`src/wsp_pkg.sv`:
```
// package: constants and types for the wait/stop power mode controller
package wsp_pkg;
    // ************************************************************
    // register map (byte addresses)
    // ************************************************************
    localparam logic [7:0] WSP_CTRL_ADDR = 8'h00;
    localparam logic [7:0] WSP_CLKSEL_ADDR = 8'h04;
    localparam logic [7:0] WSP_SRC_ADDR = 8'h08;
    localparam logic [7:0] WSP_STATUS_ADDR = 8'h0c;
    localparam logic [7:0] WSP_CMD_ADDR = 8'h10;

    // ctrl fields
    localparam int WSP_CTRL_PCSW_BIT = 0;
    localparam int WSP_CTRL_DIV8_BIT = 1;
    localparam int WSP_CTRL_HDRV_BIT = 2;
    localparam int WSP_CTRL_SUBCPU_BIT = 3;
    localparam int WSP_CTRL_CLKO_LSB = 4;
    // cmd fields: write 1 to act
    localparam int WSP_CMD_STOP_BIT = 0;

    // reset values: cpu runs main clock divided by 8
    localparam logic [31:0] WSP_CTRL_RST = 32'h0000_0002;
    localparam logic [31:0] WSP_SRC_RST = 32'h0000_0000;

    // source config bits (per-source qualifiers)
    localparam int WSP_SRC_SER_EXT_BIT = 0;
    localparam int WSP_SRC_AD_ONESHOT_BIT = 1;
    localparam int WSP_SRC_TMR_EVT_BIT = 2;
    localparam int WSP_SRC_TMR_C32_BIT = 3;

    // clock output select codes
    localparam logic [1:0] WSP_CLKO_OFF = 2'h0;
    localparam logic [1:0] WSP_CLKO_SUB = 2'h1;
    localparam logic [1:0] WSP_CLKO_DIV8 = 2'h2;
    localparam logic [1:0] WSP_CLKO_DIV32 = 2'h3;

    // divider lengths for the generated peripheral taps
    localparam int WSP_DIV8_CNT = 8;
    localparam int WSP_DIV32_CNT = 32;

    typedef enum logic [2:0] {
        WSP_RUN = 3'b001,
        WSP_WAIT = 3'b010,
        WSP_STOP = 3'b100
    } wsp_state_t;
endpackage

```
`src/wsp_power_ctrl.sv`:
```
// module: wait and stop power mode controller with apb registers
`timescale 1ns/1ns
// ************************************************************
// ************************************************************
module wsp_power_ctrl
    import wsp_pkg::*;
#(
    parameter int ADDR_W = 8,
    parameter int BUS_W = 16
) (
    input wire logic clock_in,
    input wire logic srst_in,
    input wire logic psel_in,
    input wire logic penable_in,
    input wire logic pwrite_in,
    input wire logic [ADDR_W-1:0] paddr_in,
    input wire logic [31:0] pwdata_in,
    output logic [31:0] prdata_out,
    output logic pready_out,
    output logic pslverr_out,
    input wire logic sleep_instr_in,
    input wire logic irq_pending_in,
    input wire logic key_irq_in,
    input wire logic pin_irq_in,
    input wire logic serial_irq_in,
    input wire logic converter_irq_in,
    input wire logic timer_irq_in,
    input wire logic [BUS_W-1:0] bus_drive_in,
    output logic main_osc_en_out,
    output logic sub_osc_en_out,
    output logic cpu_clk_en_out,
    output logic periph_clk_en_out,
    output logic subclk_div32_clock_en_out,
    output logic wake_irq_out,
    output logic clock_output_pin_out,
    output logic [BUS_W-1:0] bus_hold_out,
    output logic bus_strobe_n_out,
    output logic bus_latch_out
);
    // ************************************************************
    // state and registers
    // ************************************************************
    // one-hot state; the status word reads it back as is
    wsp_state_t state_reg, state_next;
    logic [31:0] ctrl_reg, ctrl_next;
    logic [31:0] src_reg, src_next;
    logic [31:0] prdata_reg, prdata_next;
    logic pready_reg, pready_next;
    logic pslverr_reg, pslverr_next;
    logic [4:0] div_reg, div_next;
    logic c32_reg, c32_next;
    logic clko_reg, clko_next;
    logic [BUS_W-1:0] bus_reg, bus_next;
    logic cpu_en_reg, cpu_en_next;
    logic per_en_reg, per_en_next;
    logic osc_reg, osc_next;
    logic wake_reg, wake_next;
    logic strobe_n_reg, strobe_n_next;
    logic latch_reg, latch_next;

    logic pcsw;
    logic wr_acc;
    logic rd_acc;
    logic wait_wake;
    logic stop_wake;

    function automatic logic [31:0] wsp_rd_mux(input logic [ADDR_W-1:0] a,
                                               input logic [31:0] c,
                                               input logic [31:0] s,
                                               input wsp_state_t st);
        case (a)
            WSP_CTRL_ADDR[ADDR_W-1:0]: wsp_rd_mux = c;
            WSP_SRC_ADDR[ADDR_W-1:0]: wsp_rd_mux = s;
            WSP_STATUS_ADDR[ADDR_W-1:0]: wsp_rd_mux = {29'h0, st};
            default: wsp_rd_mux = 32'h0;
        endcase
    endfunction

    // the reserved clock select word decodes but always reads zero
    function automatic logic wsp_mapped(input logic [ADDR_W-1:0] a);
        wsp_mapped = (a == WSP_CTRL_ADDR[ADDR_W-1:0]) || (a == WSP_CLKSEL_ADDR[ADDR_W-1:0])
            || (a == WSP_SRC_ADDR[ADDR_W-1:0]) || (a == WSP_STATUS_ADDR[ADDR_W-1:0])
            || (a == WSP_CMD_ADDR[ADDR_W-1:0]);
    endfunction

    assign pcsw = ctrl_reg[WSP_CTRL_PCSW_BIT];
    assign wr_acc = psel_in && penable_in && pwrite_in && !pready_reg;
    assign rd_acc = psel_in && penable_in && !pwrite_in && !pready_reg;

    // ************************************************************
    // wake qualification
    // ************************************************************
    always_comb begin
        // key and pin interrupts are externally clocked, always usable
        wait_wake = key_irq_in || pin_irq_in;
        if (!pcsw) begin
            wait_wake = wait_wake || irq_pending_in || serial_irq_in || timer_irq_in;
            wait_wake = wait_wake
                || (converter_irq_in && src_reg[WSP_SRC_AD_ONESHOT_BIT]);
        end else begin
            // converter clock is gated here, so its request can never qualify
            wait_wake = wait_wake
                || (serial_irq_in && src_reg[WSP_SRC_SER_EXT_BIT])
                || (timer_irq_in && (src_reg[WSP_SRC_TMR_EVT_BIT]
                    || src_reg[WSP_SRC_TMR_C32_BIT]));
        end
        // with every oscillator off only sources clocked from outside can request
        stop_wake = key_irq_in || pin_irq_in
            || (timer_irq_in && src_reg[WSP_SRC_TMR_EVT_BIT])
            || (serial_irq_in && src_reg[WSP_SRC_SER_EXT_BIT]);
    end

    // ************************************************************
    // mode sequencer and register writes
    // ************************************************************
    always_comb begin
        state_next = state_reg;
        ctrl_next = ctrl_reg;
        src_next = src_reg;
        wake_next = 1'b0;
        prdata_next = prdata_reg;
        pready_next = 1'b0;
        pslverr_next = 1'b0;
        // one wait state: ready rises after the first access cycle, for any address
        if (psel_in && penable_in && !pready_reg) begin
            pready_next = 1'b1;
            pslverr_next = !wsp_mapped(paddr_in);
        end
        if (rd_acc) begin
            prdata_next = wsp_rd_mux(paddr_in, ctrl_reg, src_reg, state_reg);
        end
        // writes outside run complete normally but change nothing
        if (wr_acc && state_reg == WSP_RUN) begin
            case (paddr_in)
                WSP_CTRL_ADDR[ADDR_W-1:0]: ctrl_next = {24'h0, pwdata_in[7:0]};
                WSP_SRC_ADDR[ADDR_W-1:0]: src_next = {28'h0, pwdata_in[3:0]};
                WSP_CMD_ADDR[ADDR_W-1:0]: begin
                    if (pwdata_in[WSP_CMD_STOP_BIT]) begin
                        state_next = WSP_STOP;
                        ctrl_next[WSP_CTRL_DIV8_BIT] = 1'b1;
                        ctrl_next[WSP_CTRL_HDRV_BIT] = 1'b1;
                    end
                end
                default: ;
            endcase
        end
        // a stop command beats a sleep strobe arriving in the same cycle
        case (state_reg)
            WSP_RUN: begin
                if (sleep_instr_in && state_next == WSP_RUN) begin
                    state_next = WSP_WAIT;
                end
            end
            WSP_WAIT: begin
                if (wait_wake) begin
                    // clock source and divider are untouched, so cpu resumes as before
                    state_next = WSP_RUN;
                    wake_next = 1'b1;
                end
            end
            WSP_STOP: begin
                if (stop_wake) begin
                    // div8 was already forced at entry; sub clock select is kept
                    state_next = WSP_RUN;
                    wake_next = 1'b1;
                end
            end
            default: state_next = WSP_RUN;
        endcase
    end

    // ************************************************************
    // clock enables, taps and pin hold
    // ************************************************************
    always_comb begin
        // enables follow the next state so the gate closes on the entry edge itself
        cpu_en_next = (state_next == WSP_RUN);
        osc_next = (state_next != WSP_STOP);
        per_en_next = (state_next == WSP_RUN)
            || (state_next == WSP_WAIT && !ctrl_next[WSP_CTRL_PCSW_BIT]);
        div_next = div_reg;
        c32_next = c32_reg;
        // the divider runs on in wait so the taps resume in phase after wake
        if (osc_reg) begin
            div_next = div_reg + 5'h1;
            // the c32 tap runs on any state but stop, regardless of the gate bit
            c32_next = (div_reg == 5'h1f);
        end else begin
            c32_next = 1'b0;
        end
        clko_next = clko_reg;
        // prescaler taps freeze with the peripheral gate; the sub clock keeps toggling until stop turns the oscillators off
        case (ctrl_reg[WSP_CTRL_CLKO_LSB +: 2])
            WSP_CLKO_SUB: begin
                if (osc_reg) begin
                    clko_next = !clko_reg;
                end
            end
            WSP_CLKO_DIV8: begin
                if (per_en_reg && div_reg[2:0] == 3'(WSP_DIV8_CNT - 1)) begin
                    clko_next = !clko_reg;
                end
            end
            WSP_CLKO_DIV32: begin
                if (per_en_reg && div_reg == 5'(WSP_DIV32_CNT - 1)) begin
                    clko_next = !clko_reg;
                end
            end
            default: clko_next = 1'b0;
        endcase
        // pins follow the registered state, so they park one cycle after the cpu gate
        if (state_reg == WSP_RUN) begin
            bus_next = bus_drive_in;
            strobe_n_next = 1'b0;
            latch_next = 1'b1;
        end else begin
            // hold address/data/selects, park strobes high and latch low
            bus_next = bus_reg;
            strobe_n_next = 1'b1;
            latch_next = 1'b0;
        end
    end

    // ************************************************************
    // register stage
    // ************************************************************
    always_ff @(posedge clock_in) begin
        if (srst_in) begin
            // back to run, cpu on the main clock divided by 8
            state_reg <= WSP_RUN;
            ctrl_reg <= WSP_CTRL_RST;
            src_reg <= WSP_SRC_RST;
            prdata_reg <= 32'h0;
            pready_reg <= 1'b0;
            pslverr_reg <= 1'b0;
            wake_reg <= 1'b0;
            div_reg <= 5'h0;
            c32_reg <= 1'b0;
            clko_reg <= 1'b0;
            bus_reg <= '0;
            cpu_en_reg <= 1'b1;
            per_en_reg <= 1'b1;
            osc_reg <= 1'b1;
            strobe_n_reg <= 1'b1;
            latch_reg <= 1'b0;
        end else begin
            state_reg <= state_next;
            ctrl_reg <= ctrl_next;
            src_reg <= src_next;
            prdata_reg <= prdata_next;
            pready_reg <= pready_next;
            pslverr_reg <= pslverr_next;
            wake_reg <= wake_next;
            div_reg <= div_next;
            c32_reg <= c32_next;
            clko_reg <= clko_next;
            bus_reg <= bus_next;
            cpu_en_reg <= cpu_en_next;
            per_en_reg <= per_en_next;
            osc_reg <= osc_next;
            strobe_n_reg <= strobe_n_next;
            latch_reg <= latch_next;
        end
    end

    // ************************************************************
    // outputs, each straight from a flip-flop
    // ************************************************************
    assign prdata_out = prdata_reg;
    assign pready_out = pready_reg;
    assign pslverr_out = pslverr_reg;
    assign main_osc_en_out = osc_reg;
    assign sub_osc_en_out = osc_reg;
    assign cpu_clk_en_out = cpu_en_reg;
    assign periph_clk_en_out = per_en_reg;
    assign subclk_div32_clock_en_out = c32_reg;
    assign wake_irq_out = wake_reg;
    assign clock_output_pin_out = clko_reg;
    assign bus_hold_out = bus_reg;
    assign bus_strobe_n_out = strobe_n_reg;
    assign bus_latch_out = latch_reg;
endmodule

```
`config.mk`:
```
export PLATFORM = sky130hd
export DESIGN_NAME = wsp_power_ctrl
export DESIGN_NICKNAME = d
export VERILOG_FILES = /design/src/wsp_pkg.sv /design/src/wsp_power_ctrl.sv
export SDC_FILE = /design/constraint.sdc
export NUM_CORES = 1
export LEC_CHECK = 0
export BUFFER_PORTS_ARGS = -buffer_cell sky130_fd_sc_hd__clkbuf_2
export CAP_MARGIN = 20
export CELL_PAD_IN_SITES_DETAIL_PLACEMENT = 1
export CELL_PAD_IN_SITES_GLOBAL_PLACEMENT = 1
export CORE_MARGIN = 4
export CORE_UTILIZATION = 32
export CTS_CLUSTER_DIAMETER = 40
export DETAILED_ROUTE_END_ITERATION = 10
export HOLD_SLACK_MARGIN = 0.03
export PLACE_DENSITY = 0.82
export SYNTH_ARGS = -nofsm -noshare
export SYNTH_HDL_FRONTEND = slang
export SYNTH_SLANG_ARGS = --single-unit
```
`constraint.sdc`:
```
create_clock -name clock_in -period 2 [get_ports clock_in]
set_input_delay 0.3 -clock clock_in [delete_from_list [all_inputs] [get_ports clock_in]]
set_output_delay 0.3 -clock clock_in [all_outputs]
set_load 0.03 [all_outputs]
```
==> results list, run 1 <==
- Number of placed I/O pins: 127
- In this run the most critical hold path is launched from bus_drive_in[7].
* CTS clk-pin slew, worst paths: between 0.1 and 0.15 ns
- Bufs on Longest Clock Path: 2
- The number of different library cells used by synthesis comes to 45.
- Hold Path Depth: 3
* Fraction of the cycle the final worst path needs: about nine tenths
- The completed layout was analyzed and its total power is between 0.002 and 0.0025 W.
- For this design the ratio of total power to cell area is just under 800 mW/mm².
- Post-synthesis instance area: around 0.0024 mm²
- The synthesized design spends more area on one cell type than any other, namely dfxtp_1.
- Final HPWL from detailed placement: 4.876 mm
* Fraction of the core area covered by cells at the end of the flow: just over 40%
- After detailed routing, the average wire length per cell comes to about 13 µm.
- Routability-driven placement finished with a final weighted congestion of roughly 0.76.
- For the worst-skew pair, the clock arrives at the later sink with an insertion delay of 0.30 ns.
* Die Height: 95.32 µm
- Internal power: 0.001635 W
* Post-Route Hold Slack: between 0.15 and 0.2 ns
* Die Span X: 95.32 µm
- The number of global-route vias before repair was approximately 2100.
- Dividing the synthesized area by the synthesized cell count gives just under 9 µm².
- Setup violations remaining at the end of the flow were counted as 0.
- Count of buffers from port buffering: between 70 and 80
* Startpoint of the worst-slack reg-to-reg timing path: state_reg[2]
- The slowest stage of the critical path is the dfxtp_1 cell.
* Number of flip-flops in the largest register: 16
- Vias per cell: between 4 and 5
- Unrepaired setup endpoints after global routing: false
- The final hold violation count was 0.
* Sequential cell fraction of total power: between 40% and 50%
* #FFs+latches synth: 54
* Count of standard-cell rows: 31
* Grt total ovfl: 0
- Class of the most critical setup path: reg -> reg
- Cells with a size suffix above 1 make up between 20% and 30% of the layout.
- Number of antenna violations at the first check in global routing: 0
- Combinational share of power: between 10% and 20%
- Depth of the CTS H-tree: 2
- Setup tns final: 0 ns
- Relative to the synthesized area, the layout overhead comes to 22.67%.
- Entering global routing, the biggest net connects 48 pins.
- Timing-limited maximum frequency: 559.9 MHz
- Crit Path Max Fanout: 7
- For this run, design rule violations remaining after detail routing come to 0.
* Peak supply drop: 0.3948 mV
- First element of the critical path: state_reg[2]
- In this run, the number of DRC markers left after iteration 0 of detailed routing was 45.
- For this run, the leading register cell type out of synthesis is dfxtp_1.
- Fraction of power consumed by the clock network: between 30% and 40%
* Launching element type of the critical path: flop
- In this run, synthesis inferred 0 flip-flops with an integrated enable.
* GRT Overall Usage: 13.82%
- Worst R2R Path Depth: 6
- Arrival time worst endpoint: between 1.5 and 2 ns
* Post-layout worst setup margin: between 0.2 and 0.25 ns
- Counting the buffers created by CTS gives 5.
* Standby leakage power: ~1.4 nW
- Post-layout minimum cycle time: between 1.5 and 2 ns
- The pre-antenna-repair detailed-routing pass consisted of 4 iterations.
- Logic depth of the worst setup path including buffers: 6
- For this run, the slowest stage of the critical path takes ~0.40 ns.
- On the final layout, the worst clock skew is a little under 0.009 ns.
- After synthesis, the largest area contributor takes up 44.31% of total cell area.
- DP Worst Slack: between 0.03 and 0.04 ns
- Post-DRT Antenna Nets: 0
* Gate family responsible for the most delay along the worst path: simple AND/OR/NAND/NOR gates
* Critical Path End Type: flop
* Std-Cell Core Area: between 0.007 and 0.008 mm²
- Number of cells produced by synthesis: between 200 and 300
- Number of nets in the finished design: 433
* Clock Tree Root: clkbuf_8
- In this run the power spent charging and discharging nets is roughly 0.00070 W.
- The number of buffers and inverters on the critical path is 1.
* Switching power share of the total: 29.98%
- Area contributors post-synth: dfxtp_1 44%, buf_4 8.0%, nand2_1 7.1%
* Antenna cells: 0
* Share of synthesized flip-flops with an asynchronous set or reset: 0%
- Across the run, the number of max-cap violations was 0.
- Drt total wl: 6.137 mm
- The clock net in this run drives a total of 54 sinks.
- The first global-routing pass estimated about 10 mm of wire.
* Routed via count: between 2000 and 2500
- The flow ran to the end, and the final reports show no timing, DRC or antenna violations.
- Data required, critical path: 2.18 ns
- The number of slew-limit violations in the final report came to 0.
* Portion of the post-synthesis area used by sequential elements: between 40 and 50%
- The initial utilization of the core area, before any placement, comes to about a third.
- Kind of path behind the tightest hold check: in -> reg
- Yosys warnings: 0
- The signal on the critical path passes through nor3b_2 > nand2_1 > nor4bb_1 > buf_4 > mux2i_1 > nor2_1.
- Total Die Area: approximately 0.0091 mm²
- Clock tree from TritonCTS: built
- Number of filler instances in the final layout: 913
-- layer usage --
layer | routed length, µm | vias up | GRT usage (%)
li1 | - | 1069 | -
met1 | 2617 | 990 | 16.75
met2 | 3076 | 67 | 25.19
met3 | 428 | 2 | 3.157
met4 | 15 | 0 | 2.163
met5 | 0 | - | 0
-- cells in the mapped netlist, drive strengths merged, types with 2 or more instances --
library cell	n
dfxtp	54
a21o	2
ha	3
nor4	5
a21oi	24
nand3	9
or2	4
a31oi	2
mux2i	16
nor2	31
inv	2
nor3b	3
nor3	5
xor2	2
a21boi	2
o21ai	8
nand2	46
a22oi	6
clkbuf	8
nand4	3
buf	31
-- worst reg2reg max path: stages, from the launching register on --
cell      delay [ns]
dfxtp_1         0.40
nor3b_2         0.28
nand2_1         0.20
nor4bb_1        0.32
buf_4           0.20
mux2i_1         0.20
nor2_1          0.06
-- final cells by class --
class                   count  area [µm²]  share of cell area (%)
repair buffers             89       473.0                   15.80
inverters                   2       7.507                  0.2508
clock buffers               5       68.82                   2.299
clock inverters             3       47.55                   1.589
multi-input cells         210        1190                   39.76
well taps                  99       123.9                   4.139
flip-flops and latches     54        1082                   36.16
-- kinds of logic (layout without fill, tap and decap cells) --
family	count (synthesis)	in the layout	synth area share (%)
muxes	17	17	7.025
other	1	24	0.1537
AOI/OAI and AO/OA	48	48	11.95
and+or+nand+nor	115	115	23.28
DFF	54	54	44.31
adders and majority gates	3	3	1.539
buffers and inverters	41	99	10.67
xor gates and xnor gates	3	3	1.077
-- power groups by stage --
| stage | combinational (W) | sequential, W | clock (W) |
|---|---|---|---|
| 6_report | 0.000420 | 0.00116 | 0.000758 |
| 5_1_grt | 0.000463 | 0.00116 | 0.000834 |
| 4_1_cts | 0.000425 | 0.00116 | 0.000795 |
| 2_1_floorplan | 0.000237 | 0.00126 | 0 |
| 3_3_place_gp | 0.000414 | 0.00118 | 0 |
| 3_5_place_dp | 0.000424 | 0.00118 | 0 |
-- metrics by stage --
stage | area (µm²) | std cells
5_1_grt | 2993 | 462
6_report | 2993 | 462
2_1_floorplan | 2526 | 305
3_3_place_gp | 2875 | 454
4_1_cts | 2992 | 462
3_5_place_dp | 2875 | 454
-- worst paths after layout --
path,end,slack (ns)
setup reg to reg,src_reg[1],0.21
setup / recovery,src_reg[1],0.21
hold reg to reg,bus_hold_out[12],0.46
hold / removal,bus_hold_out[7],0.20
-- placed cells by master (no fill, tap or decap), types with 2 or more instances in the layout --
cell type,count
clkbuf_2,78
dfxtp_1,53
nand2_1,46
nor2_1,31
a21oi_1,24
conb_1,24
mux2i_1,16
buf_4,11
nand3_1,9
a22oi_1,6
o21ai_0,5
clkbuf_8,5
nor3_1,4
or2_2,3
nor4_1,3
o21ai_1,3
ha_1,3
nand4_1,2
nor3b_1,2
a21boi_0,2
a31oi_1,2
a21o_1,2
xor2_1,2
inv_1,2
nor4_4,2
inv_6,2
-- what timing repair did --
action	4_1_cts	5_1_grt
hold buffers	0	0
buffers inserted	0	0
gates resized for setup	0	1
endpoints found under the setup margin	0	4
Power figures use the tool's default switching activity.
==> inputs of run 2 (changes only) <==
Settings changed: PLACE_DENSITY 0.82 to 0.89, SETUP_SLACK_MARGIN set to 0.5.
==> run 2 against run 1 <==
Net effect:
- core utilization grew 5.1 points
- clock skew rose by 0.0031 ns
- design area increased by 12%
- first-iteration DRC count grew to 2.7 times the previous value
- fmax rose by 8.7%
- critical path depth grew 1
- largest power group unchanged
- die area is the same
- total power decreased by 2.0%
- sequential share of layout area is 3.8 points lower
- via count increased by 10%
- clock power down 21%
==> results list, run 2 (synthesized netlist as in run 1, its figures left out) <==
* GRT Overall Usage: 15.50% (+1.7 points)
* Transition time at the pin with the least slew margin: between 0.5 and 0.6 ns
- The number of instances in the placed design is 458 (+0.88%).
- The clock latency at the later pin of the worst-skew pair is 0.31 ns (about the same).
- The number of global-route vias before repair came to 2335 (+11%).
- Launching element type of the critical path: flop
- The final cycle utilization of the critical path was 82.12% (-7.2 points).
* Clk sinks: 54 (unchanged)
- Std-Cell Core Area: 0.007331 mm² (unchanged)
- Clock tree from TritonCTS: built
* Post-detailed-route wirelength per cell: 16.73 µm (+26%)
- Drt total wl: 8.065 mm (+31%)
* Final HPWL from detailed placement: 5.207 mm (+6.8%)
- Post-DRT Antenna Nets: 0 (unchanged)
* Net switching power: 0.0007332 W (+4.7%)
- Kind of path behind the tightest hold check: in -> reg
- The number of antenna violations at the first check in global routing is 0 (unchanged).
- The full die area was 0.009086 mm² (unchanged).
- Standby leakage power: 1.535 nW (+9.7%)
- PD cells: 680.0 mW/mm² (-13%)
- Measured against its own limit, the worst slew margin works out to 61.97%.
* Bufs on Longest Clock Path: 2 (unchanged)
- In this run the critical register-to-register path is launched from state_reg[2].
- The H-tree depth was 2 (unchanged).
* Internal power: 0.001555 W (-4.9%)
- The top cell types in the final layout, fill and taps aside, are 78 x clkbuf_2, 50 x dfxtp_1, 45 x nand2_1.
* First-pass GRT wire length: 11.12 mm (+12%)
* Critical Path End Type: flop
- The routed via count divided by cell count was 4.855 (+5.4%).
* Maximum number of pins on one net before global-route repair: 48 (unchanged)
- Timing-limited maximum frequency: 608.9 MHz (+8.7%)
- Worst reg2reg path endpoint: cpu_clk_en_out
- Status: finished clean
* Initial core utilization: 33.28% (unchanged)
- Minimum setup slack among reg-to-reg paths: 0.36 ns (+0.14 ns)
* Combinational share of power: 23.4% (+5.4 points)
- The share of final-layout standard cells stronger than drive strength 1 came to 40.73% (+11 points).
- The power share of the sequential group came to 50.5% (+0.9 points).
- Die Span X: 95.32 µm (unchanged)
* Worst R2R Path Depth: 7 (+1)
- Placer congestion estimate: 0.7632 (+0.20%)
- Crit Path Max Fanout: 3 (-4)
- Leaving out fill and tap cells, the most frequent cell in the layout is clkbuf_2.
- The global-route met3 utilization came to 2.526% (-0.63 points).
* Antenna cells: 0 (unchanged)
* Hold Startpoint: bus_drive_in[0]
- Die Height: 95.32 µm (unchanged)
- The number of optimization iterations in the first detailed-route pass is 4 (unchanged).
- The number of vias after detailed routing was 2340 (+10%).
- The number of flip-flops in the largest register was 16 (unchanged).
- Setup tns final: 0 ns (unchanged)
- The sum of overflow across all layers after global routing came to 0 (unchanged).
- From synthesis to final layout, the design area changed by 37.90%.
- Post-layout minimum cycle time: 1.642 ns (-0.1436 ns)
- The maximum vdd ir drop is 0.2377 mV (-40%).
- The number of slew-limit violations in the final report is 0 (unchanged).
- The switching portion of total power came to 32.04% (+2.1 points).
- Class of the most critical setup path: reg -> reg
- The number of hold buffers added after cts came to 0 (unchanged).
* Clock Tree Root: clkbuf_8
- The total of endpoints with negative setup slack in the final report is 0 (unchanged).
* Remaining routing DRC violations: 0 (unchanged)
- The required time at the endpoint of the critical path came to 2.17 ns (about the same).
- CTS clk-pin slew, worst paths: 0.10 ns (about the same)
* Count of maximum capacitance violations: 0 (unchanged)
* Global-route met2 utilization: 29.15% (+4.0 points)
- For hold timing, the worst endpoint is bus_hold_out[0].
* First DRT Iteration DRCs: 123 (+170%)
- Hold Fails Final Rpt: 0 (unchanged)
- The worst clock skew is 0.01187 ns (+0.003086 ns).
- Routing usage on met1: 18.11% (+1.4 points)
- The total clock buffers created by CTS is 5 (unchanged).
- The number of input and output port buffers inserted came to 78 (unchanged).
- Count of placed standard cells in the final layout, fillers left out: 482 (+4.3%)
- Setup repair after global routing could not meet its margin everywhere.
* Global route hottest layer: met2
- The number of placement rows was 31 (unchanged).
- The number of cells on the worst hold path came to 3 (unchanged).
* Fraction of power consumed by the clock network: 26.1% (-6.4 points)
- Arrival time worst endpoint: 1.82 ns (-0.15 ns)
- Number of nets in the finished design: 454 (+4.8%)
- The top-level port count is 127 (unchanged).
==> run 2: cell count changes in the layout (fill, tap and decap cells not counted), moves of 3 or more <==
cell / change
a22oi_1: -5
a22oi_2: +5
buf_12: +3
buf_4: +13
buf_6: +5
dfxtp_1: -3
o21ai_2: +3
==> run 2: worst max-delay path by stage <==
stage,from,endpoint,depth (start not counted)
CTS,pready_out,src_reg[1],6
global route,div_reg[1],clock_output_pin_out,8
global placement,paddr_in[5],ctrl_reg[2],7
floorplan,paddr_in[5],periph_clk_en_out,6
finish,state_reg[2],cpu_clk_en_out,7
detailed placement,paddr_in[5],periph_clk_en_out,7
==> run 2: metal layers <==
metal | vias to the layer above | routed length [µm]
met5 | - | 0
met4 | 0 | 231
met3 | 21 | 486
met2 | 92 | 4246
met1 | 1110 | 3101
li1 | 1117 | -
==> run 2: timing repair <==
item                       in CTS  in global routing
setup buffers                   8                  9
pin swaps                       6                 12
hold endpoints to repair        0                  0
gates resized for setup        25                 26
setup endpoints to repair      19                 24
==> run 2: power by group through the flow <==
stage	clock network, W	registers (W)	logic [W]
5_1_grt	0.000668	0.00116	0.000572
3_5_place_dp	0	0.00118	0.000437
6_report	0.000596	0.00116	0.000536
3_3_place_gp	0	0.00118	0.000418
4_1_cts	0.000613	0.00115	0.000473
2_1_floorplan	0	0.00126	0.000238
==> run 2: area by class of cell <==
type	instances	area, µm²
Inverter	2	7.507
Fill cell	883	3966
Multi-Input combinational cell	210	1378
Clock buffer	6	72.57
Tap cell	99	123.9
Sequential cell	54	1089
Timing Repair Buffer	110	686.9
Clock inverter	1	7.507
==> run 2: through the flow <==
step | hold slack, ns | utilization, % | instance area (µm²) | total power, W | setup slack (ns)
final | 0.2129 | 45.90 | 3364 | 0.002288 | 0.3577
after global routing | 0.1985 | 45.90 | 3364 | 0.002402 | 0.2847
after CTS | 0.2036 | 43.13 | 3162 | 0.002240 | 0.3897
after detailed placement | 0.4478 | 39.78 | 2917 | 0.001616 | 0.1101
after global placement | 0.4409 | 39.78 | 2917 | 0.001594 | 0.1444
after floorplan | 0.4296 | - | 2539 | 0.001496 | 0.3502
==> run 2: critical path, cell delays in order (launching register included) <==
cell,delay [ns]
dfxtp_1,0.37
nor3b_4,0.28
buf_4,0.18
buf_6,0.12
buf_12,0.10
o311a_4,0.22
a21o_1,0.15
nand2_1,0.09
==> inputs of run 3 (changes only) <==
Settings changed: ABC_AREA set to 1, CORE_UTILIZATION 32 to 28, PLACE_DENSITY 0.89 to 0.85.
Clock period 2 ns to 1.5 ns, I/O delays scaled along.
==> run 3 against run 2 <==
Net effect:
- total power rose by 49%
- clock power increased by 50%
- setup slack got worse by 0.19 ns
- synthesized cell count rose by 20%
- count of clock-buffer cells in the layout fell by 1
- first-iteration DRC count shrank 49%
- global-route usage is 0.27 points higher
- largest cell class unchanged
==> results list, run 3 <==
- The mean instance size in the synthesized netlist came to 7.344 µm² (-15%).
- Area Overhead vs Synth: 69.61%
- STA classifies the critical path endpoint as a flop.
- The detailed-route DRC error count is 0 (unchanged).
- The worst clock skew came to 0.008801 ns (-0.003067 ns).
* Combinational share of power: 27.4% (+4.0 points)
- Number of antenna violations at the first check in global routing: 0 (unchanged)
* Startpoint of the worst-slack reg-to-reg timing path: pready_out
- Timing-limited maximum frequency: 748.4 MHz (+23%)
- Launching element type of the critical path: flop
- Number of placed I/O pins: 127 (unchanged)
- The clock latency at the later pin of the worst-skew pair was 0.31 ns (about the same).
* Most frequent cells after synthesis: 62 x nand2_1, 54 x dfxtp_1, 45 x inv_1
- Share of synthesized flip-flops with an asynchronous set or reset: 0% (unchanged)
* Status: finished clean
- Total Die Area: 0.01044 mm² (+15%)
* Portion of the post-synthesis area used by sequential elements: 43.55% (-0.76 points)
- The smallest setup slack after layout was 0.1638 ns (-0.1939 ns).
* Number of flops mapped to enable cells by yosys: 0 (unchanged)
* Number of flip-flops in the largest register: 16 (unchanged)
- Proportion of netlist area held by the largest area contributor: 43.55% (-0.76 points)
- In the layout the commonest cells are 46 x nand2_1, 43 x clkbuf_2, 36 x dfxtp_2, 36 x buf_8, 34 x buf_4.
* Yosys warnings: 0 (unchanged)
- The maximum number of buffers from clock root to sink was 2 (unchanged).
- Worst hold endpoint: ctrl_reg[1]
* Depth of the CTS H-tree: 2 (unchanged)
* Clock Tree Root: clkbuf_8
- The final critical delay including setup and external delays was 1.336 ns (-0.3061 ns).
* Routed via count: 2608 (+11%)
- Vias per cell: 4.592 (-5.4%)
* Class of the most critical setup path: reg -> reg
* Post-DRT Antenna Nets: 0 (unchanged)
- Worst reg2reg path endpoint: ctrl_reg[4]
- The worst reg-to-reg setup slack is 0.16 ns (-0.19 ns).
* Kind of path behind the tightest hold check: in -> reg
* Number of cells produced by synthesis: 338 (+20%)
- Fraction of the core area covered by cells at the end of the flow: 48.52% (+2.6 points)
- Die Height: 102.2 µm (+7.2%)
- Antenna cells: 0 (unchanged)
- The sink count of the clock tree is 54 (unchanged).
* Most used flip-flop cell after synthesis: dfxtp_1
- Data required, critical path: 1.70 ns (-0.47 ns)
- The sum of overflow across all layers after global routing was 0 (unchanged).
- Fraction of the cycle the final worst path needs: 89.08% (+7.0 points)
- Placer congestion estimate: 0.7694 (+0.81%)
* Via count of the first global-routing pass: 2710 (+16%)
- The length in cells of the worst reg-to-reg path was 7 (unchanged).
- The wire length of the first global-routing pass is 12.92 mm (+16%).
- Pre-antenna DRT Iters: 4 (unchanged)
- Post-synthesis instance area: 0.002482 mm² (+1.7%)
* Post-detailed-route wirelength per cell: 15.72 µm (-6.1%)
- PD cells: 808.2 mW/mm² (+19%)
- Standby leakage power: 1.917 nW (+25%)
- The number of placement rows was 34 (+9.7%).
* Std-Cell Core Area: 0.008678 mm² (+18%)
- Final HPWL from detailed placement: 5.597 mm (+7.5%)
* Sequential cell fraction of total power: 46.3% (-4.2 points)
* Internal power: 0.002272 W (+46%)
- The post-synthesis register bit count is 54 (unchanged).
- The count of different cell masters after synthesis came to 24 (-47%).
- The biggest area contributor in the post-synthesis netlist is dfxtp_1.
* Number of filler instances in the final layout: 1036 (+17%)
- The reported net switching power came to 0.001131 W (+54%).
- Post-layout power: 0.003403 W (+49%)
- Fraction of power consumed by the clock network: 26.3% (+0.2 points)
- The maximum vdd ir drop was 0.5150 mV (+120%).
- Unrepaired setup endpoints after global routing: true
- CTS clk-pin slew, worst paths: 0.12 ns (+0.02 ns)
- Count of final max-slew check failures: 0 (unchanged)
- The setup TNS was 0 ns (unchanged).
* Arrival time worst endpoint: 1.54 ns (-0.28 ns)
- The switching portion of total power came to 33.23% (+1.2 points).
- The setup slack after placement was 0.08956 ns (-0.02053 ns).
* Most common cell after layout, fill and taps aside: nand2_1
- The starting density of the core was 28.60% (-4.7 points).
- Hold Path Depth: 3 (unchanged)
- GRT Overall Usage: 15.76% (+0.27 points)
- The layout net count is 530 (+17%).
- The total of max-cap violations was 0 (unchanged).
- Hold Startpoint: pwdata_in[1]
- The critical-path maximum fanout is 7 (+4).
- The violation count after the first detailed-routing iteration was 63 (-49%).
- Maximum number of pins on one net before global-route repair: 27 (-44%)
- The width of the chip was 102.2 µm (+7.2%).
* Area contributors post-synth: dfxtp_1 44%, nand2_1 9.4%, buf_4 7.9%
- Layout cells sized above 1: 56.09% (+15 points)
- TritonCTS built the clock tree.
* Number of setup violations in the final report: 0 (unchanged)
- By instance count, the leading cell after synthesis is nand2_1.
- The detailed-route wire length was 8.927 mm (+11%).
* CTS Buf Count: 5 (unchanged)
* Count of buffers from port buffering: 78 (unchanged)
- Hold Fails Final Rpt: 0 (unchanged)
==> run 3: cell types whose count changed after synthesis, sizes merged, moves of 3 or more <==
cell   before  now
nor3b       3    0
or2         4    0
nand3       9   28
nor4        5    0
a21oi      24   37
o21ai       8   26
a22oi       6    0
mux2i      16    0
nand2      46   66
inv         2   45
==> run 3: kinds of logic (layout without fill, tap and decap cells) <==
logic type / after synthesis / in the layout / share of synthesized area (%)
AO/OA/AOI/OAI: 67 / 67 / 13.91
flip-flops: 54 / 54 / 43.55
buffers and inverters: 81 / 180 / 16.58
adder cells (fa/ha/maj): 3 / 3 / 1.512
AND/OR/NAND/NOR: 132 / 132 / 24.29
other: 1 / 24 / 0.1511
==> run 3: layer usage <==
metal / vias up / global-route usage [%] / part of all wire, %
li1: 1271 / - / -
met1: 1257 / 16.86 / 37
met2: 72 / 30.38 / 56
met3: 8 / 4.983 / 6.4
met4: 0 / 2.825 / 1.1
met5: - / 0 / 0
==> run 3: how the worst max path moves through the flow <==
stage	start	to	cells past startpoint
final	pready_out	ctrl_reg[4]	7
after global routing	div_reg[0]	clock_output_pin_out	9
after CTS	div_reg[0]	clock_output_pin_out	9
after detailed placement	paddr_in[7]	periph_clk_en_out	9
after global placement	paddr_in[0]	src_reg[2]	8
after floorplan	pready_out	periph_clk_en_out	10
==> run 3: what timing repair did <==
action                     4_1_cts  5_1_grt
hold buffers                     0        0
pin swaps                       12       18
buffers inserted                15       23
cloned                           2        1
setup endpoints to repair       85       86
gates resized for setup        148      100
==> run 3: layout make-up <==
| class | count | area [µm²] | area share, % |
|---|---|---|---|
| clock buffers | 5 | 68.82 | 1.634 |
| clock inverters | 3 | 28.78 | 0.6835 |
| inverters | 45 | 186.4 | 4.428 |
| multi-input cells | 226 | 1405 | 33.37 |
| flip-flops and latches | 54 | 1145 | 27.19 |
| well taps | 108 | 135.1 | 3.210 |
| repair buffers | 127 | 1241 | 29.48 |
==> run 3: worst max-delay path, cell delays in order, from the launching register on <==
cell and delay (ns):
dfxtp_4 0.37, inv_4 0.04, nand4_1 0.13, nor2_4 0.23
nand2_4 0.14, buf_6 0.18, o21ai_2 0.10, a21oi_1 0.05
==> run 3: power groups by stage <==
stage,logic [W],clock network [W],registers [W]
final,0.000932,0.000895,0.00158
after CTS,0.000749,0.000922,0.00156
after detailed placement,0.000550,0,0.00158
after global placement,0.000535,0,0.00157
after floorplan,0.000308,0,0.00168
after global routing,0.000997,0.000994,0.00158
==> run 3: through the flow <==
stage / cell area, µm² / hold WS, ns / instances
global placement: 3018 / 0.4307 / 519
floorplan: 2688 / 0.2992 / 361
global route: 4210 / 0.1499 / 568
finish: 4210 / 0.1598 / 568
CTS: 3760 / 0.1548 / 544
detailed placement: 3018 / 0.4399 / 519
